===== src/pkg/rcf_pkg.sv =====
// Package with register layout, reset values and bus types of the reset cause block.
package rcf_pkg;

    // Byte offsets of the word registers on the APB bus.
    localparam logic [11:0] RCF_CAUSE_OFFSET = 12'h000;
    localparam logic [11:0] RCF_IRQ_STATUS_OFFSET = 12'h004;
    localparam logic [11:0] RCF_IRQ_MASK_OFFSET = 12'h008;

    // Bit positions of the cause and control register.
    localparam int RCF_TRAP_BIT = 15;
    localparam int RCF_ILLOP_BIT = 14;
    localparam int RCF_FLASH_VREG_BIT = 11;
    localparam int RCF_CFGMIS_BIT = 9;
    localparam int RCF_VREG_BIT = 8;
    localparam int RCF_PIN_BIT = 7;
    localparam int RCF_SOFT_BIT = 6;
    localparam int RCF_WDEN_BIT = 5;
    localparam int RCF_WATCHDOG_TIMEOUT_FLAG_BIT = 4;
    localparam int RCF_SLEEP_BIT = 3;
    localparam int RCF_IDLE_BIT = 2;
    localparam int RCF_BROWN_BIT = 1;
    localparam int RCF_POWER_BIT = 0;

    // Implemented bits; bits 13, 12 and 10 read as zero.
    localparam logic [15:0] RCF_CAUSE_MASK = 16'hcbff;
    // Power-on value: power-on and brown-out flags set.
    localparam logic [15:0] RCF_CAUSE_POR_VALUE = 16'h0003;
    // Bits that hardware sets from events or power-on (all except 11, 8, 5).
    localparam logic [15:0] RCF_EVENT_MASK = 16'hc2df;

    // Event strobes grouped as they arrive from the reset logic.
    typedef struct packed {
        logic trap_conflict;
        logic illegal_op;
        logic config_mismatch;
        logic pin_reset;
        logic soft_reset;
        logic watchdog_timeout;
        logic sleep_wake;
        logic idle_wake;
        logic brown_out;
    } rcf_events_t;

    // APB request fields from the master.
    typedef struct packed {
        logic psel;
        logic penable;
        logic pwrite;
        logic [11:0] paddr;
        logic [31:0] pwdata;
    } rcf_apb_req_t;

endpackage : rcf_pkg


===== src/rcf_reset_cause.sv =====
// Reset cause flags register with APB access and event interrupt.
//
// The APB register port and the register offsets were left to the implementer.
`timescale 1ns/1ps
// Overview of operation
// Trap conflict reset sets bit 15; stays clear otherwise.
// Reset instruction sets bit 6; clear if never executed.
// Bit 5 written one enables the watchdog, zero disables it.
// Watchdog time-out sets bit 4; clear otherwise.
// Software may write flags; writing ones never causes a reset.
// Unprogrammed watchdog fuse keeps watchdog running; bit 5 ignored.
// Flags persist through later resets until software clears them; the code keeps them through sys_rst only, and por_rst reloads 0x0003.
module rcf_reset_cause
    import rcf_pkg::*;
(
    input wire logic clock,
    input wire logic sys_rst,
    input wire logic por_rst,
    input wire rcf_events_t events,
    input wire logic watchdog_fuse_enable,
    input wire logic psel,
    input wire logic penable,
    input wire logic pwrite,
    input wire logic [11:0] paddr,
    input wire logic [31:0] pwdata,
    output logic [31:0] prdata,
    output logic pready,
    output logic pslverr,
    output logic watchdog_run,
    output logic regulator_sleep_select,
    output logic flash_regulator_sleep_select,
    output logic irq
);

    logic [15:0] cause_reg;
    logic [15:0] cause_next;
    logic [15:0] irq_status_reg;
    logic [15:0] irq_status_next;
    logic [15:0] irq_mask_reg;
    logic [15:0] irq_mask_next;
    logic [31:0] prdata_reg;
    logic [31:0] prdata_next;
    logic [15:0] set_vec;
    logic wr_en;
    logic rd_en;
    logic addr_ok;

    rcf_event_map u_map (
        .events(events),
        .set_vec(set_vec)
    );

    // Single wait-free access phase; unmapped addresses answer with error.
    assign addr_ok = (paddr == RCF_CAUSE_OFFSET) ||
                     (paddr == RCF_IRQ_STATUS_OFFSET) ||
                     (paddr == RCF_IRQ_MASK_OFFSET);
    assign pready = 1'b1;
    assign pslverr = psel && penable && !addr_ok;
    assign wr_en = psel && penable && pwrite && addr_ok;
    assign rd_en = psel && penable && !pwrite && addr_ok;

    // Next values: software write first, hardware events win over it.
    always_comb
    begin
        cause_next = cause_reg;
        irq_status_next = irq_status_reg;
        irq_mask_next = irq_mask_reg;
        prdata_next = prdata_reg;
        if (wr_en && paddr == RCF_CAUSE_OFFSET)
        begin
            // Plain store; a written one only records, it resets nothing.
            cause_next = pwdata[15:0] & RCF_CAUSE_MASK;
        end
        if (wr_en && paddr == RCF_IRQ_STATUS_OFFSET)
        begin
            irq_status_next = irq_status_reg & ~pwdata[15:0];
        end
        if (wr_en && paddr == RCF_IRQ_MASK_OFFSET)
        begin
            irq_mask_next = pwdata[15:0] & RCF_EVENT_MASK;
        end
        // Sticky flags accumulate; set beats a clear in the same cycle.
        cause_next = cause_next | set_vec;
        irq_status_next = irq_status_next | set_vec;
        if (rd_en)
        begin
            unique case (paddr)
                RCF_CAUSE_OFFSET: prdata_next = {16'h0000, cause_reg};
                RCF_IRQ_STATUS_OFFSET:
                    prdata_next = {16'h0000, irq_status_reg};
                default: prdata_next = {16'h0000, irq_mask_reg};
            endcase
        end
    end

    // Cause flags load only at power-on, surviving the system reset.
    always_ff @(posedge clock)
    begin
        if (por_rst)
        begin
            cause_reg <= RCF_CAUSE_POR_VALUE;
        end
        else
        begin
            cause_reg <= cause_next;
        end
    end

    // Interrupt and bus registers follow the system reset.
    always_ff @(posedge clock)
    begin
        if (sys_rst || por_rst)
        begin
            irq_status_reg <= 16'h0000;
            irq_mask_reg <= 16'h0000;
            prdata_reg <= 32'h0000_0000;
        end
        else
        begin
            irq_status_reg <= irq_status_next;
            irq_mask_reg <= irq_mask_next;
            prdata_reg <= prdata_next;
        end
    end

    // Read data must be visible in the access cycle, so bypass the flop.
    assign prdata = rd_en ? prdata_next : prdata_reg;
    assign irq = |(irq_status_reg & irq_mask_reg);
    // Unprogrammed fuse forces the watchdog on.
    assign watchdog_run = watchdog_fuse_enable ||
                          cause_reg[RCF_WDEN_BIT];
    assign regulator_sleep_select = cause_reg[RCF_VREG_BIT];
    assign flash_regulator_sleep_select = cause_reg[RCF_FLASH_VREG_BIT];

    property p_trap_sets;
        @(posedge clock) disable iff (por_rst)
        events.trap_conflict |=> cause_reg[RCF_TRAP_BIT];
    endproperty
    a_trap_sets: assert property (p_trap_sets)
        else $error("trap flag not set");

    property p_soft_sets;
        @(posedge clock) disable iff (por_rst)
        events.soft_reset |=> cause_reg[RCF_SOFT_BIT];
    endproperty
    a_soft_sets: assert property (p_soft_sets)
        else $error("soft reset flag not set");

    property p_wden_write;
        @(posedge clock) disable iff (por_rst)
        wr_en && paddr == RCF_CAUSE_OFFSET && !watchdog_fuse_enable
        |=> watchdog_run == ($past(pwdata[5]) || watchdog_fuse_enable);
    endproperty
    a_wden_write: assert property (p_wden_write)
        else $error("watchdog enable not following write");

    property p_watchdog_timeout_flag_sets;
        @(posedge clock) disable iff (por_rst)
        events.watchdog_timeout |=> cause_reg[RCF_WATCHDOG_TIMEOUT_FLAG_BIT];
    endproperty
    a_watchdog_timeout_flag_sets: assert property (p_watchdog_timeout_flag_sets)
        else $error("time-out flag not set");

    property p_write_stores;
        @(posedge clock) disable iff (por_rst)
        wr_en && paddr == RCF_CAUSE_OFFSET && set_vec == 16'h0000
        |=> cause_reg == ($past(pwdata[15:0]) & RCF_CAUSE_MASK);
    endproperty
    a_write_stores: assert property (p_write_stores)
        else $error("cause write not stored");

    property p_fuse_forces;
        @(posedge clock) disable iff (por_rst)
        watchdog_fuse_enable |-> watchdog_run;
    endproperty
    a_fuse_forces: assert property (p_fuse_forces)
        else $error("fuse did not force watchdog");

    property p_sticky;
        @(posedge clock) disable iff (por_rst)
        cause_reg[RCF_PIN_BIT] && !(wr_en && paddr == RCF_CAUSE_OFFSET)
        |=> cause_reg[RCF_PIN_BIT];
    endproperty
    a_sticky: assert property (p_sticky)
        else $error("pin flag lost without write");

    property p_irq_level;
        @(posedge clock) disable iff (sys_rst || por_rst)
        events.brown_out ##1 irq_mask_reg[RCF_BROWN_BIT] |-> irq;
    endproperty
    a_irq_level: assert property (p_irq_level)
        else $error("interrupt not raised");

    property p_sysrst_keeps;
        @(posedge clock) disable iff (por_rst)
        sys_rst && set_vec == 16'h0000 && !wr_en
        |=> cause_reg == $past(cause_reg);
    endproperty
    a_sysrst_keeps: assert property (p_sysrst_keeps)
        else $error("cause flags lost at system reset");

    property p_status_clear;
        @(posedge clock) disable iff (sys_rst || por_rst)
        wr_en && paddr == RCF_IRQ_STATUS_OFFSET && set_vec == 16'h0000
        |=> (irq_status_reg & $past(pwdata[15:0])) == 16'h0000;
    endproperty
    a_status_clear: assert property (p_status_clear)
        else $error("status bit not cleared by write");

    property p_unmapped_keeps;
        @(posedge clock) disable iff (por_rst)
        pslverr |=> cause_reg == ($past(cause_reg) | $past(set_vec));
    endproperty
    a_unmapped_keeps: assert property (p_unmapped_keeps)
        else $error("unmapped access changed cause flags");

    c_trap: cover property (@(posedge clock) events.trap_conflict);
    c_watchdog_timeout_flag_irq: cover property (@(posedge clock)
        events.watchdog_timeout ##1 irq);
    c_clear: cover property (@(posedge clock)
        wr_en && paddr == RCF_CAUSE_OFFSET && pwdata[15:0] == 16'h0000);
    c_brown_irq: cover property (@(posedge clock)
        events.brown_out ##1 irq);
    c_keep_reset: cover property (@(posedge clock)
        sys_rst && cause_reg[RCF_TRAP_BIT]);

endmodule : rcf_reset_cause


===== src/rcf_event_map.sv =====
// Maps the event strobes onto their bit positions of the cause register.
`timescale 1ns/1ps
module rcf_event_map
    import rcf_pkg::*;
(
    input wire rcf_events_t events,
    output logic [15:0] set_vec
);

    // Place each strobe at its flag position.
    always_comb
    begin
        set_vec = 16'h0000;
        set_vec[RCF_TRAP_BIT] = events.trap_conflict;
        set_vec[RCF_ILLOP_BIT] = events.illegal_op;
        set_vec[RCF_CFGMIS_BIT] = events.config_mismatch;
        set_vec[RCF_PIN_BIT] = events.pin_reset;
        set_vec[RCF_SOFT_BIT] = events.soft_reset;
        set_vec[RCF_WATCHDOG_TIMEOUT_FLAG_BIT] = events.watchdog_timeout;
        set_vec[RCF_SLEEP_BIT] = events.sleep_wake;
        set_vec[RCF_IDLE_BIT] = events.idle_wake;
        set_vec[RCF_BROWN_BIT] = events.brown_out;
    end

endmodule : rcf_event_map


===== config.mk =====
export PLATFORM = sky130hd
export DESIGN_NAME = rcf_reset_cause
export DESIGN_NICKNAME = d
export VERILOG_FILES = /design/src/pkg/rcf_pkg.sv /design/src/rcf_reset_cause.sv /design/src/rcf_event_map.sv
export SDC_FILE = /design/constraint.sdc
export NUM_CORES = 1
export LEC_CHECK = 0
export CAP_MARGIN = 10
export CORE_MARGIN = 2
export CORE_UTILIZATION = 50
export CTS_CLUSTER_SIZE = 10
export DETAILED_ROUTE_END_ITERATION = 16
export DONT_BUFFER_PORTS = 1
export MAX_ROUTING_LAYER = met4
export PLACE_DENSITY_LB_ADDON = 0.08
export SETUP_SLACK_MARGIN = 0.02
export SLEW_MARGIN = 10
export SYNTH_ARGS = -nofsm -noshare
export SYNTH_HDL_FRONTEND = slang
export SYNTH_SLANG_ARGS = --single-unit

===== constraint.sdc =====
create_clock -name clock -period 1.95 [get_ports clock]
set_input_delay 0.195 -clock clock [delete_from_list [all_inputs] [get_ports clock]]
set_output_delay 0.195 -clock clock [all_outputs]
set_load 0.03 [all_outputs]

==> reports/metrics.cfg <==
[status]
status=finished with violations
violations=setup timing

[grt]
antenna_found_initial=0
grt_pass1_wl_um=12500
gr-usage-all-layers_pct=25.8
grt.overflow.total=0
grt_max_degree=27
grt_pass1_vias=2487

[detailed_routing]
wirelength_um=7830
vias_per_cell=5.55
avgRoutedWirePerCell_um=16.3
first_iter_violations=115
drtPass1Iterations=4
drcViolationCount=0
antenna_left=0
vias=2662

[setup_path]
slowest_delay_ns=0.56
cp-end-kind=output pin
cp_slowest_cell=or4_4
arrival_ns=1.83
critPathLaunchType=input port
critPathRequiredTime_ns=1.75
worstPathCellList=or4_4 > or4_4 > buf_6 > a221oi_4 > nor2_4
worst-setup-path-type=input port to output pin
crit_top_cell=or4_4
crit_fanout=5

[sta]
setup_viol=10
setup_tns_ns=-0.590
hold_viol_final=0
tightest_slew_ns=0.620
skew_ns=0.00485
rsz0062_at_grt=true
holdWs_ns=0.00954
layout_min_cycle_time_ns=2.03
fin_crit_sh_pct=104
finalMaxSlewViolations=0
relSlewSlack_pct=58.5
worst_slack_ns=-0.0754
max_freq_ghz=0.494

[finish]
antenna_cells=0
largest_register_ffs=32
num-nets-final=460
final_core_util_pct=69.3
drive_above_1_share_pct=27.2
area_growth_pct=34.8

[clocking]
cts_buffers=9
cts.sinks=71
clockBufferDepth=2
clkLatencyLatePin_ns=0.35
cts.clk_slew.worst_paths_ns=0.08
cts_tree=built
h-tree-depth=3
cts-root-buf=clkbuf_8

[logic_synthesis]
synth_cell_type_count=36
synth_nets=406
synthesis.area_um2=3030
synth_area_leaders=dfxtp_1, mux2i_1, nand2_1
synth_ff_type=dfxtp_1
synth_edf_count=0
yosysSeqAreaShare_pct=46.9
synthCells=346
synth.most_common_cell=dfxtp_1
synth_common_cells=dfxtp_1, nand2_1, nor2_1
avgSynthCellArea_um2=8.75
synth_top_area_cell=dfxtp_1
ys_seq_elements=71
yosysWarnings=0
synth_top_area_share_pct=46.9
ys_async_sr_fraction_pct=0

[floorplan]
start_util_pct=51.4
ios=98
core_area_um2=5890
num_rows=28
dieArea_um2=6690
die_w_um=81.8
die_h_um=81.8

[place]
place_hpwl_um=5460
place_congestion=0.785
io_buffers=0
post-place-ws_ns=-0.113

[pwr]
powerDensity_nw_per_um2=662
cellLeakagePower_uw=0.00168
vdd_drop_max_mv=0.403

[worst_hold_path]
hp-class=input port to flop

[run]
cap_violations=0

## power by group
part	leakage (uW)	total, uW	switching [uW]	internal, uW
Sequential	0.000576	1480	13.4	1470
Combinational	0.00102	163	90.4	72.9
Clock	0.0000853	1050	560	494
Total	0.00168	2700	663	2040
## metrics by stage
stage / instances / total power (uW) / instance area, um^2
after floorplan: 346 / 1610 / 3280
after global placement: 438 / 1630 / 3610
after detailed placement: 438 / 1630 / 3610
after CTS: 477 / 2720 / 4040
after global routing: 480 / 2810 / 4080
final: 480 / 2700 / 4080
## cells by family after synthesis
| group | synth area share [%] |
|---|---|
| muxes | 7.73 |
| and+or+nand+nor | 25.9 |
| AOI/OAI and AO/OA | 14.1 |
| DFF | 46.9 |
| other | 0.124 |
| buffers and inverters | 5.21 |
## critical path, delay by kind of cell
family | cells | cell delay, ns
AOI/OAI and AO/OA | 1 | 0.26
buffers and inverters | 1 | 0.17
and+or+nand+nor | 3 | 1.20
## cells in the final DEF, fill, tap and decap left out, types with 5 or more instances in the layout
cell type and count:
clkbuf_8 10, dlygate4sd3_1 22, nand2_2 5, nor2_1 31, nor2_4 8, mux2i_1 20, a221oi_4 8, buf_4 37
nor2b_1 16, nand2_1 33, nor3_1 12, dfxtp_1 71, and3_1 16, a31oi_1 17, a21oi_1 16, nand4_1 8
o21ai_0 9, inv_1 9, buf_6 5, nand2_4 7
## layout make-up
class                      instances  area, um^2
fill                             485        1810
multi-input combinational        240        1720
sequential                        71        1420
timing repair buffer              69         634
clock buffer                      11         141
tap                               75        93.8
clock inverter                     5        33.8
inverter                           9        33.8
## layer usage
layer / wire, um / track usage, %
met5: 0 / -
met4: 153 / 9.67
met3: 417 / 5.38
met2: 3860 / 41.5
met1: 3400 / 32.0
## worst paths after layout
| path | from | endpoint | slack, ns | cells after the start |
|---|---|---|---|---|
| max | paddr[5] | prdata[7] | -0.08 | 5 |
| min | pwdata[3] | cause_reg[3] | 0.01 | 2 |
| max reg2reg | irq_status_reg[2] | prdata_reg[2] | 0.73 | 5 |
| min reg2reg | irq_status_reg[8] | irq_status_reg[8] | 0.44 | 2 |
## what timing repair did
action / 4_1_cts / 5_1_grt
pin swaps: 6 / 11
setup buffers: 1 / 2
hold buffers: 22 / 0
gates cloned: 0 / 1
hold endpoints to repair: 37 / 0
endpoints found under the setup margin: 29 / 32
resized for setup: 6 / 4
Power figures use the tool's default switching activity.
